<file path="config.mk">
export PLATFORM = sky130hd
export DESIGN_NAME = gpio_dual
export DESIGN_NICKNAME = d
export VERILOG_FILES = /design/src/pkg/gpio_dual_pkg.sv /design/src/hw/gpio_dual.sv
export VERILOG_INCLUDE_DIRS = /design/src /design/src/pkg
export SDC_FILE = /design/constraint.sdc
export NUM_CORES = 1
export LEC_CHECK = 0
export BUFFER_PORTS_ARGS = -buffer_cell sky130_fd_sc_hd__buf_2
export CORE_MARGIN = 1.5
export CORE_UTILIZATION = 42
export DETAILED_ROUTE_END_ITERATION = 8
export MAX_ROUTING_LAYER = met4
export PLACE_DENSITY = 0.82
export REMOVE_ABC_BUFFERS = 1
export SETUP_SLACK_MARGIN = 0.2
export SYNTH_ARGS = -nofsm -noshare
export SYNTH_HDL_FRONTEND = slang
export SYNTH_SLANG_ARGS = --single-unit
</file>
<file path="constraint.sdc">
create_clock -name pclk -period 1.4 [get_ports pclk]
set_input_delay 0.07 -clock pclk [delete_from_list [all_inputs] [get_ports pclk]]
set_output_delay 0.07 -clock pclk [all_outputs]
set_load 0.02 [all_outputs]
</file>
<file path="src/pkg/gpio_dual_map.svh">
// register offsets, field layout, reset values for the dual gpio port block
`ifndef GPIO_DUAL_MAP_SVH
`define GPIO_DUAL_MAP_SVH
`define WIDE_OUT_LATCH_OFS 12'h007
`define NARROW_OUT_LATCH_OFS 12'h008
`define WIDE_PIN_READ_OFS 12'h014
`define WIDE_DIRECTION_OFS 12'hF21
`define NARROW_DIRECTION_OFS 12'hF22
`define WIDE_FUNC_SELECT_OFS 12'hF3B
`define NARROW_FUNC_SELECT_OFS 12'hF3C
`define WIDE_SEL_MASK 8'h1F
`define NARROW_MASK 8'h03
`define REG_RESET 8'h00
`endif

</file>
<file path="src/pkg/gpio_dual_pkg.sv">
// types for the dual gpio port block
package gpio_dual_pkg;
    typedef struct packed {
        logic [7:0] wide_out_latch;
        logic [1:0] narrow_out_latch;
        logic [7:0] wide_direction;
        logic [1:0] narrow_direction;
        logic [4:0] wide_func_select;
        logic [1:0] narrow_func_select;
    } gpio_regs_t;
    typedef struct packed {
        logic divider_out;
        logic timer_a_pulse_out_1;
        logic timer_a_pulse_out_0;
        logic timer_one_pulse_out;
        logic timer_one_pwm_out;
        logic timer_zero_pulse_out;
        logic timer_zero_pwm_out;
        logic timer_three_pulse_out;
        logic timer_three_pwm_out;
        logic timer_two_pulse_out;
        logic timer_two_pwm_out;
        logic timer_one_pwm_sel;
        logic timer_zero_pwm_sel;
        logic timer_three_pwm_sel;
        logic timer_two_pwm_sel;
    } periph_out_t;
    typedef struct packed {
        logic ext_irq_in_c;
        logic ext_irq_in_b;
        logic ext_irq_in_a;
        logic timer_a_in_1;
        logic timer_a_in_0;
        logic timer_one_in;
        logic timer_zero_in;
        logic timer_three_in;
        logic timer_two_in;
    } periph_in_t;
endpackage

</file>
<file path="src/hw/gpio_dual.sv">
// apb register block and pin logic for an eight-bit and a two-bit gpio port
//
// The APB slave port is this design's own decision.
`timescale 1ns/1ps
`include "gpio_dual_map.svh"
module gpio_dual (
    input wire logic pclk,
    input wire logic presetn,
    input wire logic psel,
    input wire logic penable,
    input wire logic pwrite,
    input wire logic [31:0] paddr,
    input wire logic [31:0] pwdata,
    input wire logic [3:0] pstrb,
    output logic [31:0] prdata,
    output logic pready,
    output logic pslverr,
    input wire gpio_dual_pkg::periph_out_t periph_out,
    output gpio_dual_pkg::periph_in_t periph_in,
    input wire logic [7:0] wide_pin_in,
    output logic [7:0] wide_pin_out,
    output logic [7:0] wide_pin_oe,
    input wire logic [1:0] narrow_pin_in,
    output logic [1:0] narrow_pin_out,
    output logic [1:0] narrow_pin_oe
);
    import gpio_dual_pkg::*;

    gpio_regs_t regs_q;
    gpio_regs_t regs_d;
    logic [31:0] prdata_q;
    logic [31:0] prdata_d;
    logic [11:0] reg_ofs;
    logic hit;
    logic access;
    logic [7:0] rd_byte;
    logic [7:0] wd;
    logic [7:0] wide_alt;
    logic [1:0] narrow_alt;

    // printed offsets are not all word aligned, so each is an index: byte addr = 4 * index
    assign reg_ofs = paddr[13:2];
    assign access = psel && penable;
    assign pready = 1'b1;
    assign wd = pwdata[7:0];

    // decode and read mux
    always_comb begin
        hit = 1'b1;
        rd_byte = 8'h00;
        if (reg_ofs == `WIDE_OUT_LATCH_OFS) begin
            rd_byte = regs_q.wide_out_latch;
        end else if (reg_ofs == `NARROW_OUT_LATCH_OFS) begin
            rd_byte = {6'h00, regs_q.narrow_out_latch};
        end else if (reg_ofs == `WIDE_PIN_READ_OFS) begin
            rd_byte = wide_pin_in & ~regs_q.wide_direction;
        end else if (reg_ofs == `WIDE_DIRECTION_OFS) begin
            rd_byte = regs_q.wide_direction;
        end else if (reg_ofs == `NARROW_DIRECTION_OFS) begin
            rd_byte = {6'h00, regs_q.narrow_direction};
        end else if (reg_ofs == `WIDE_FUNC_SELECT_OFS) begin
            rd_byte = {3'h0, regs_q.wide_func_select};
        end else if (reg_ofs == `NARROW_FUNC_SELECT_OFS) begin
            rd_byte = {6'h00, regs_q.narrow_func_select};
        end else begin
            hit = 1'b0;
        end
        // misaligned or high address bits also miss
        if (paddr[1:0] != 2'h0 || paddr[31:14] != 18'h0) begin
            hit = 1'b0;
        end
    end

    assign pslverr = access && !hit;

    always_comb begin
        regs_d = regs_q;
        prdata_d = prdata_q;
        // captured at the setup edge so prdata comes straight from a flop in the access cycle
        if (psel && !penable && hit && !pwrite) begin
            prdata_d = {24'h000000, rd_byte};
        end
        if (access && hit && pwrite && pstrb[0]) begin
            if (reg_ofs == `WIDE_OUT_LATCH_OFS) begin
                regs_d.wide_out_latch = wd;
            end else if (reg_ofs == `NARROW_OUT_LATCH_OFS) begin
                regs_d.narrow_out_latch = wd[1:0];
            end else if (reg_ofs == `WIDE_DIRECTION_OFS) begin
                regs_d.wide_direction = wd;
            end else if (reg_ofs == `NARROW_DIRECTION_OFS) begin
                regs_d.narrow_direction = wd[1:0];
            end else if (reg_ofs == `WIDE_FUNC_SELECT_OFS) begin
                regs_d.wide_func_select = wd[4:0];
            end else if (reg_ofs == `NARROW_FUNC_SELECT_OFS) begin
                regs_d.narrow_func_select = wd[1:0];
            end
            // pin read register ignores writes
        end
    end

    always_ff @(posedge pclk or negedge presetn) begin
        if (!presetn) begin
            regs_q <= '0;
            prdata_q <= 32'h00000000;
        end else begin
            regs_q <= regs_d;
            prdata_q <= prdata_d;
        end
    end

    // holds the last good read until the next one; a refused read leaves it alone
    assign prdata = prdata_q;

    // alternate outputs; timers zero to three pick pulse or pwm by the timer's own mode, timer a is pulse only
    always_comb begin
        wide_alt = {3'h0,
                    periph_out.divider_out,
                    periph_out.timer_a_pulse_out_1,
                    periph_out.timer_a_pulse_out_0,
                    periph_out.timer_one_pwm_sel ? periph_out.timer_one_pwm_out
                                                 : periph_out.timer_one_pulse_out,
                    periph_out.timer_zero_pwm_sel ? periph_out.timer_zero_pwm_out
                                                  : periph_out.timer_zero_pulse_out};
        narrow_alt = {periph_out.timer_three_pwm_sel ? periph_out.timer_three_pwm_out
                                                     : periph_out.timer_three_pulse_out,
                      periph_out.timer_two_pwm_sel ? periph_out.timer_two_pwm_out
                                                   : periph_out.timer_two_pulse_out};
    end

    // pin drive is combinational from registers, so a write shows one cycle later
    always_comb begin
        for (int i = 0; i < 8; i++) begin
            if (i < 5 && regs_q.wide_func_select[i % 5]) begin
                wide_pin_out[i] = wide_alt[i];
            end else begin
                wide_pin_out[i] = regs_q.wide_out_latch[i];
            end
        end
        for (int j = 0; j < 2; j++) begin
            if (regs_q.narrow_func_select[j]) begin
                narrow_pin_out[j] = narrow_alt[j];
            end else begin
                narrow_pin_out[j] = regs_q.narrow_out_latch[j];
            end
        end
    end

    assign wide_pin_oe = regs_q.wide_direction;
    assign narrow_pin_oe = regs_q.narrow_direction;

    // secondary inputs only see the pin while in input mode, else held low
    always_comb begin
        periph_in.ext_irq_in_c = wide_pin_in[7] & ~regs_q.wide_direction[7];
        periph_in.ext_irq_in_b = wide_pin_in[6] & ~regs_q.wide_direction[6];
        periph_in.ext_irq_in_a = wide_pin_in[5] & ~regs_q.wide_direction[5];
        periph_in.timer_a_in_1 = wide_pin_in[3] & ~regs_q.wide_direction[3];
        periph_in.timer_a_in_0 = wide_pin_in[2] & ~regs_q.wide_direction[2];
        periph_in.timer_one_in = wide_pin_in[1] & ~regs_q.wide_direction[1];
        periph_in.timer_zero_in = wide_pin_in[0] & ~regs_q.wide_direction[0];
        periph_in.timer_three_in = narrow_pin_in[1] & ~regs_q.narrow_direction[1];
        periph_in.timer_two_in = narrow_pin_in[0] & ~regs_q.narrow_direction[0];
    end

    AST_PIN_READ_MASK: assert property (@(posedge pclk) disable iff (!presetn)
        (access && !pwrite && reg_ofs == `WIDE_PIN_READ_OFS && hit)
            |-> ((prdata[7:0] & regs_q.wide_direction) == 8'h00))
        else $error("pin read shows an output-mode bit");
    AST_DIR_WRITE: assert property (@(posedge pclk) disable iff (!presetn)
        (access && pwrite && pstrb[0] && hit && reg_ofs == `WIDE_DIRECTION_OFS)
            |=> (wide_pin_oe == $past(pwdata[7:0])))
        else $error("direction write not on enables next cycle");
    AST_NARROW_DIR: assert property (@(posedge pclk) disable iff (!presetn)
        (access && pwrite && pstrb[0] && hit && reg_ofs == `NARROW_DIRECTION_OFS)
            |=> (narrow_pin_oe == $past(pwdata[1:0])))
        else $error("narrow direction write lost");
    AST_LATCH_DRIVE: assert property (@(posedge pclk) disable iff (!presetn)
        (access && pwrite && pstrb[0] && hit && reg_ofs == `WIDE_OUT_LATCH_OFS
            && regs_q.wide_func_select == 5'h00)
            |=> (wide_pin_out == $past(pwdata[7:0])))
        else $error("latch write not on pins");
    AST_NARROW_UPPER: assert property (@(posedge pclk) disable iff (!presetn)
        (access && !pwrite && hit && reg_ofs == `NARROW_OUT_LATCH_OFS)
            |-> (prdata[7:2] == 6'h00))
        else $error("narrow latch upper bits nonzero");
    AST_SEL_UPPER: assert property (@(posedge pclk) disable iff (!presetn)
        (access && !pwrite && hit && reg_ofs == `WIDE_FUNC_SELECT_OFS)
            |-> (prdata[7:5] == 3'h0))
        else $error("select upper bits nonzero");
    AST_DIVIDER_OUT: assert property (@(posedge pclk) disable iff (!presetn)
        regs_q.wide_func_select[4] |-> (wide_pin_out[4] == periph_out.divider_out))
        else $error("divider not routed");
    AST_TIMER_IN: assert property (@(posedge pclk) disable iff (!presetn)
        !regs_q.narrow_direction[1] |-> (periph_in.timer_three_in == narrow_pin_in[1]))
        else $error("timer three input not fed");
    AST_IRQ_IN: assert property (@(posedge pclk) disable iff (!presetn)
        !regs_q.wide_direction[7] |-> (periph_in.ext_irq_in_c == wide_pin_in[7]))
        else $error("irq input not fed");
    AST_NARROW_SEL: assert property (@(posedge pclk) disable iff (!presetn)
        (!regs_q.narrow_func_select[0]) |-> (narrow_pin_out[0] == regs_q.narrow_out_latch[0]))
        else $error("narrow latch not routed");

    // register writes land where software expects them
    AST_NARROW_LATCH_DRIVE: assert property (@(posedge pclk) disable iff (!presetn)
        (access && pwrite && pstrb[0] && hit && reg_ofs == `NARROW_OUT_LATCH_OFS
            && regs_q.narrow_func_select == 2'h0)
            |=> (narrow_pin_out == $past(pwdata[1:0])))
        else $error("narrow latch write not on pins");

    AST_SEL_WRITE: assert property (@(posedge pclk) disable iff (!presetn)
        (access && pwrite && pstrb[0] && hit && reg_ofs == `WIDE_FUNC_SELECT_OFS)
            |=> (regs_q.wide_func_select == $past(pwdata[4:0])))
        else $error("select write lost");

    AST_NARROW_SEL_WRITE: assert property (@(posedge pclk) disable iff (!presetn)
        (access && pwrite && pstrb[0] && hit && reg_ofs == `NARROW_FUNC_SELECT_OFS)
            |=> (regs_q.narrow_func_select == $past(pwdata[1:0])))
        else $error("narrow select write lost");

    // alternate outputs reach the pins they belong to, and unselected pins follow the latch
    AST_TIMER_A1_OUT: assert property (@(posedge pclk) disable iff (!presetn)
        regs_q.wide_func_select[3] |-> (wide_pin_out[3] == periph_out.timer_a_pulse_out_1))
        else $error("timer a pulse 1 not routed");

    AST_TIMER_A0_OUT: assert property (@(posedge pclk) disable iff (!presetn)
        regs_q.wide_func_select[2] |-> (wide_pin_out[2] == periph_out.timer_a_pulse_out_0))
        else $error("timer a pulse 0 not routed");

    AST_TIMER_ONE_OUT: assert property (@(posedge pclk) disable iff (!presetn)
        regs_q.wide_func_select[1] |-> (wide_pin_out[1] == (periph_out.timer_one_pwm_sel
            ? periph_out.timer_one_pwm_out : periph_out.timer_one_pulse_out)))
        else $error("timer one output not routed");

    AST_TIMER_ZERO_OUT: assert property (@(posedge pclk) disable iff (!presetn)
        regs_q.wide_func_select[0] |-> (wide_pin_out[0] == (periph_out.timer_zero_pwm_sel
            ? periph_out.timer_zero_pwm_out : periph_out.timer_zero_pulse_out)))
        else $error("timer zero output not routed");

    AST_TIMER_THREE_OUT: assert property (@(posedge pclk) disable iff (!presetn)
        regs_q.narrow_func_select[1] |-> (narrow_pin_out[1] == (periph_out.timer_three_pwm_sel
            ? periph_out.timer_three_pwm_out : periph_out.timer_three_pulse_out)))
        else $error("timer three output not routed");

    AST_TIMER_TWO_OUT: assert property (@(posedge pclk) disable iff (!presetn)
        regs_q.narrow_func_select[0] |-> (narrow_pin_out[0] == (periph_out.timer_two_pwm_sel
            ? periph_out.timer_two_pwm_out : periph_out.timer_two_pulse_out)))
        else $error("timer two output not routed");

    AST_WIDE_LATCH_ROUTE: assert property (@(posedge pclk) disable iff (!presetn)
        ((wide_pin_out ^ regs_q.wide_out_latch) & ~{3'h0, regs_q.wide_func_select}) == 8'h00)
        else $error("wide port pin not on latch");

    AST_NARROW_LATCH_ROUTE: assert property (@(posedge pclk) disable iff (!presetn)
        ((narrow_pin_out ^ regs_q.narrow_out_latch) & ~regs_q.narrow_func_select) == 2'h0)
        else $error("narrow port pin not on latch");

    // secondary inputs follow the pins in input mode and stay low otherwise
    AST_IRQ_B_IN: assert property (@(posedge pclk) disable iff (!presetn)
        !regs_q.wide_direction[6] |-> (periph_in.ext_irq_in_b == wide_pin_in[6]))
        else $error("irq b input not fed");

    AST_IRQ_A_IN: assert property (@(posedge pclk) disable iff (!presetn)
        !regs_q.wide_direction[5] |-> (periph_in.ext_irq_in_a == wide_pin_in[5]))
        else $error("irq a input not fed");

    AST_TIMER_A1_IN: assert property (@(posedge pclk) disable iff (!presetn)
        !regs_q.wide_direction[3] |-> (periph_in.timer_a_in_1 == wide_pin_in[3]))
        else $error("timer a input 1 not fed");

    AST_TIMER_A0_IN: assert property (@(posedge pclk) disable iff (!presetn)
        !regs_q.wide_direction[2] |-> (periph_in.timer_a_in_0 == wide_pin_in[2]))
        else $error("timer a input 0 not fed");

    AST_TIMER_ONE_IN: assert property (@(posedge pclk) disable iff (!presetn)
        !regs_q.wide_direction[1] |-> (periph_in.timer_one_in == wide_pin_in[1]))
        else $error("timer one input not fed");

    AST_TIMER_ZERO_IN: assert property (@(posedge pclk) disable iff (!presetn)
        !regs_q.wide_direction[0] |-> (periph_in.timer_zero_in == wide_pin_in[0]))
        else $error("timer zero input not fed");

    AST_TIMER_TWO_IN: assert property (@(posedge pclk) disable iff (!presetn)
        !regs_q.narrow_direction[0] |-> (periph_in.timer_two_in == narrow_pin_in[0]))
        else $error("timer two input not fed");

    AST_WIDE_IN_MASK: assert property (@(posedge pclk) disable iff (!presetn)
        ({periph_in.ext_irq_in_c, periph_in.ext_irq_in_b, periph_in.ext_irq_in_a, 1'b0,
            periph_in.timer_a_in_1, periph_in.timer_a_in_0, periph_in.timer_one_in,
            periph_in.timer_zero_in} & regs_q.wide_direction) == 8'h00)
        else $error("secondary input seen in output mode");

    AST_NARROW_IN_MASK: assert property (@(posedge pclk) disable iff (!presetn)
        ({periph_in.timer_three_in, periph_in.timer_two_in} & regs_q.narrow_direction) == 2'h0)
        else $error("narrow secondary input seen in output mode");

    // refused or ignored writes leave the registers alone
    AST_MISALIGNED_NO_WRITE: assert property (@(posedge pclk) disable iff (!presetn)
        (access && pwrite && paddr[1:0] != 2'h0)
            |=> (regs_q.wide_out_latch == $past(regs_q.wide_out_latch)))
        else $error("misaligned write changed the latch");

    AST_STRB_OFF_HOLD: assert property (@(posedge pclk) disable iff (!presetn)
        (access && pwrite && !pstrb[0]) |=> $stable(regs_q))
        else $error("write with lane off changed a register");

    AST_PIN_READ_NO_WRITE: assert property (@(posedge pclk) disable iff (!presetn)
        (access && pwrite && reg_ofs == `WIDE_PIN_READ_OFS) |=> $stable(regs_q))
        else $error("pin read register took a write");

    // read data seen in the access cycle
    AST_NARROW_DIR_UPPER: assert property (@(posedge pclk) disable iff (!presetn)
        (access && !pwrite && hit && reg_ofs == `NARROW_DIRECTION_OFS)
            |-> (prdata[7:2] == 6'h00))
        else $error("narrow direction upper bits nonzero");

    AST_NARROW_SEL_UPPER: assert property (@(posedge pclk) disable iff (!presetn)
        (access && !pwrite && hit && reg_ofs == `NARROW_FUNC_SELECT_OFS)
            |-> (prdata[7:2] == 6'h00))
        else $error("narrow select upper bits nonzero");

    AST_READ_HIGH_ZERO: assert property (@(posedge pclk) disable iff (!presetn)
        (access && !pwrite && hit) |-> (prdata[31:8] == 24'h000000))
        else $error("read data above the low byte nonzero");

    AST_WIDE_DIR_READBACK: assert property (@(posedge pclk) disable iff (!presetn)
        (access && !pwrite && hit && reg_ofs == `WIDE_DIRECTION_OFS)
            |-> (prdata[7:0] == regs_q.wide_direction))
        else $error("direction readback wrong");

    AST_NARROW_DIR_READBACK: assert property (@(posedge pclk) disable iff (!presetn)
        (access && !pwrite && hit && reg_ofs == `NARROW_DIRECTION_OFS)
            |-> (prdata[1:0] == regs_q.narrow_direction))
        else $error("narrow direction readback wrong");

    AST_LATCH_READBACK: assert property (@(posedge pclk) disable iff (!presetn)
        (access && !pwrite && hit && reg_ofs == `WIDE_OUT_LATCH_OFS)
            |-> (prdata[7:0] == regs_q.wide_out_latch))
        else $error("latch readback wrong");

    AST_NARROW_LATCH_READBACK: assert property (@(posedge pclk) disable iff (!presetn)
        (access && !pwrite && hit && reg_ofs == `NARROW_OUT_LATCH_OFS)
            |-> (prdata[1:0] == regs_q.narrow_out_latch))
        else $error("narrow latch readback wrong");

    AST_SEL_READBACK: assert property (@(posedge pclk) disable iff (!presetn)
        (access && !pwrite && hit && reg_ofs == `WIDE_FUNC_SELECT_OFS)
            |-> (prdata[4:0] == regs_q.wide_func_select))
        else $error("select readback wrong");

    // pin level as it stood at the setup edge, masked by direction
    AST_PIN_READ_LEVEL: assert property (@(posedge pclk) disable iff (!presetn)
        (access && !pwrite && hit && reg_ofs == `WIDE_PIN_READ_OFS)
            |-> (prdata[7:0] == ($past(wide_pin_in) & ~regs_q.wide_direction)))
        else $error("pin read level wrong");

endmodule // gpio_dual

</file>
==> metrics.yaml <==
power_and_ir_drop:
  p_sw_mw: 0.599
  pwr-share-seq_pct: 45.3
  internal-power_mw: 1.63
  sw_frac_of_total_pct: 26.8
  irDropWorstVdd_uv: 558
  clockPowerShare_pct: 36.4
  p_total_mw: 2.23
  combPwrFrac_pct: 18.3
  power_density_nw_per_um2: 612
  leakagePower_nw: 1.87
timing:
  maxSlewViolCount: 0
  fin_ws_ns: -0.290
  finalHoldViolations: 0
  fin_skew_ns: 0.00912
  fmax_mhz: 592
  finalCriticalPeriod_ns: 1.69
  rsz0062_at_grt: "true"
  finalCritPeriodShare_pct: 121
  finalSetupViolations: 36
placement:
  gp_congestion: 0.881
  dp_cells: 435
  io_buffers: 108
  dpl.hpwl_um: 5170
  placed_cell_area_um2: 3130
cts:
  cts.path.max_buffers: 2
  worstSkewPairLatency_ns: 0.29
  clk_pin_slew_worst_paths_ns: 0.07
  cts_made_buffers: 5
  cts_tree: "yes"
  root_buffer: "clkbuf_8"
  ctsHtreeMaxLevel: 2
  clock-sinks: 35
layout:
  area_growth_pct: 52.9
  antenna_cells: 0
  fin_nets: 479
  drive_gt1_share_pct: 61.3
  fin_cells: 454
  utilization_pct: 66.3
  final_cell_area_um2: 3650
yosys:
  ys_warn_count: 0
  yosys.area.top_type: "dfrtp_1"
  yosys.area.top_type_share_pct: 36.7
  postSynthAreaPerCell_um2: 10.3
  ys_ff_latch: 35
  syn_inst: 232
  synth_area_um2: 2390
  ys_seq_area_share_pct: 36.7
  ys_types: 49
  synthArstFlopShare_pct: 100
  synthFlopType: "dfrtp_1"
  yosys-top-cells-area: "dfrtp_1, mux2_2, buf_4"
  synth.most_common_cell: "buf_4"
  synth-edff-count: 0
  synth_commonest_cells: "buf_4, mux2_2, dfrtp_1, nand2_1"
grt:
  grtUsageTotal_pct: 23.6
  antenna_found_initial: 0
  grt_pass1_vias: 2369
  overflow: 0
  grt_max_degree: 19
  grt_pass1_wl_um: 10900
drt:
  vias: 2359
  avgRoutedWirePerCell_um: 16.7
  drtIter0Drc: 177
  route.final.wire_length_um: 7590
  ant_nets: 0
  vias_per_cell: 5.20
  first_pass_iters: 4
  post-route-drc-count: 0
setup_path:
  crit_path_end_kind: "register"
  r2r-start: "regs_q[1]"
  path_cells: "buf_6 > nor4_4 > nand3_2 > or3_4 > or4_4 > mux2_4"
  required_ns: 1.58
  start_kind: "input pin"
  cp.arrival_ns: 1.87
  regToRegEndpoint: "prdata[1]"
  slowest_delay_ns: 0.51
  rr_worst_depth: 4
  reg2reg_slack_ns: 0.01
  cp_max_fo: 5
  crit_slowest_cell: "or4_4"
  crit_path_end: "narrow_pin_oe[1]"
  worstSetupPathType: "input pin to register"
  crit_path_start: "paddr[22]"
floorplan:
  ios: 161
  rows: 27
  start_util_pct: 43.4
  die_h_um: 78.4
  design.die.area_um2: 6140
  die_x_um: 78.4
  core_area_um2: 5510
status:
  violations: "negative setup slack"
  outcome: "finished, violations left"
min_path:
  min-delay-path-class: "input pin to register"
flow_run:
  max-cap-violations: 0
critical path: cells and delay by family:
family,cells,cell delay (ns)
and+or+nand+nor,4,1.38
muxes,1,0.31
buffers and inverters,1,0.10
repair_timing:
item | CTS | global route
pin swaps | 6 | 10
endpoints found under the setup margin | 39 | 41
hold endpoints to repair | 17 | 0
setup buffers | 6 | 4
gates resized for setup | 42 | 26
hold buffers | 1 | 0
area by class of cell:
cell class              count  area [um^2]
fillers                   411         1860
multi-input cells         177         1530
repair buffers            161         1040
flip-flops and latches     35          877
clock buffers               7         96.3
well taps                  72         90.1
clock inverters             1         7.51
inverters                   1         3.75
sequential cells by signal (all words and copies together), names as in the netlist:
| name | cells |
|---|---|
| prdata | 8 |
| wide_pin_out | 3 |
| narrow_pin_oe | 2 |
| regs_q | 14 |
| wide_pin_oe | 8 |
logic make-up (layout without fill, tap and decap cells):
logic type                after synthesis  after routing  synth area share (%)
muxes                                  42             42                  19.5
xor gates and xnor gates                1              1                 0.367
buffers and inverters                  43            170                  13.3
and+or+nand+nor                        75             75                  19.2
AOI/OAI and AO/OA                      34             34                  10.6
DFF                                    35             35                  36.7
other                                   2             25                 0.315
power groups by stage:
stage               Combinational, mW  Clock, mW  Sequential, mW
floorplan                       0.143          0            1.03
global placement                0.346          0            1.03
detailed placement              0.352          0            1.03
CTS                             0.386      0.817            1.01
global route                    0.442      0.863            1.01
finish                          0.410      0.813            1.01
cells in the final DEF, fill, tap and decap left out, types with 2 or more instances in the layout:
cell type / instances
nor2_1: 9
nor2b_1: 9
or3_1: 2
mux2_4: 20
a211oi_4: 2
buf_2: 97
conb_1: 25
dfrtp_1: 34
mux2i_1: 5
buf_12: 2
nand2b_1: 3
nor4_4: 7
a32o_1: 2
buf_6: 13
clkbuf_8: 7
o22ai_1: 5
a22o_1: 4
or4_4: 3
mux2_2: 17
a21oi_1: 6
buf_4: 48
nor4_2: 2
a22oi_1: 6
nand2_1: 16
nand3_1: 3
o211ai_1: 2
nor3_2: 2
per-layer routing:
layer	track usage [%]	share of wire, %	vias up
met5	-	0	-
met4	8.75	2.5	0
met3	3.49	5.2	20
met2	44.0	55	111
met1	25.2	37	1143
li1	-	-	1085
how the worst min path moves through the flow:
stage	cells after the start	slack [ns]	to	startpoint
floorplan	0	-0.23	narrow_pin_oe[0]	presetn
global placement	1	0.02	wide_pin_oe[6]	presetn
detailed placement	1	0.03	prdata[7]	presetn
CTS	2	0.02	wide_pin_oe[6]	pwdata[6]
global route	2	0.02	wide_pin_out[7]	pwdata[7]
finish	2	0.03	wide_pin_oe[5]	pwdata[5]
per-stage QoR:
stage / hold slack, ns / worst slack, ns / setup TNS, ns
floorplan: -0.226 / -0.667 / -15.13
global placement: 0.0236 / -0.633 / -18.09
detailed placement: 0.0343 / -0.632 / -18.67
CTS: 0.0226 / -0.216 / -5.38
global route: 0.0172 / -0.383 / -8.95
finish: 0.0257 / -0.290 / -6.74
No activity file was read; power rests on OpenSTA's default activity.
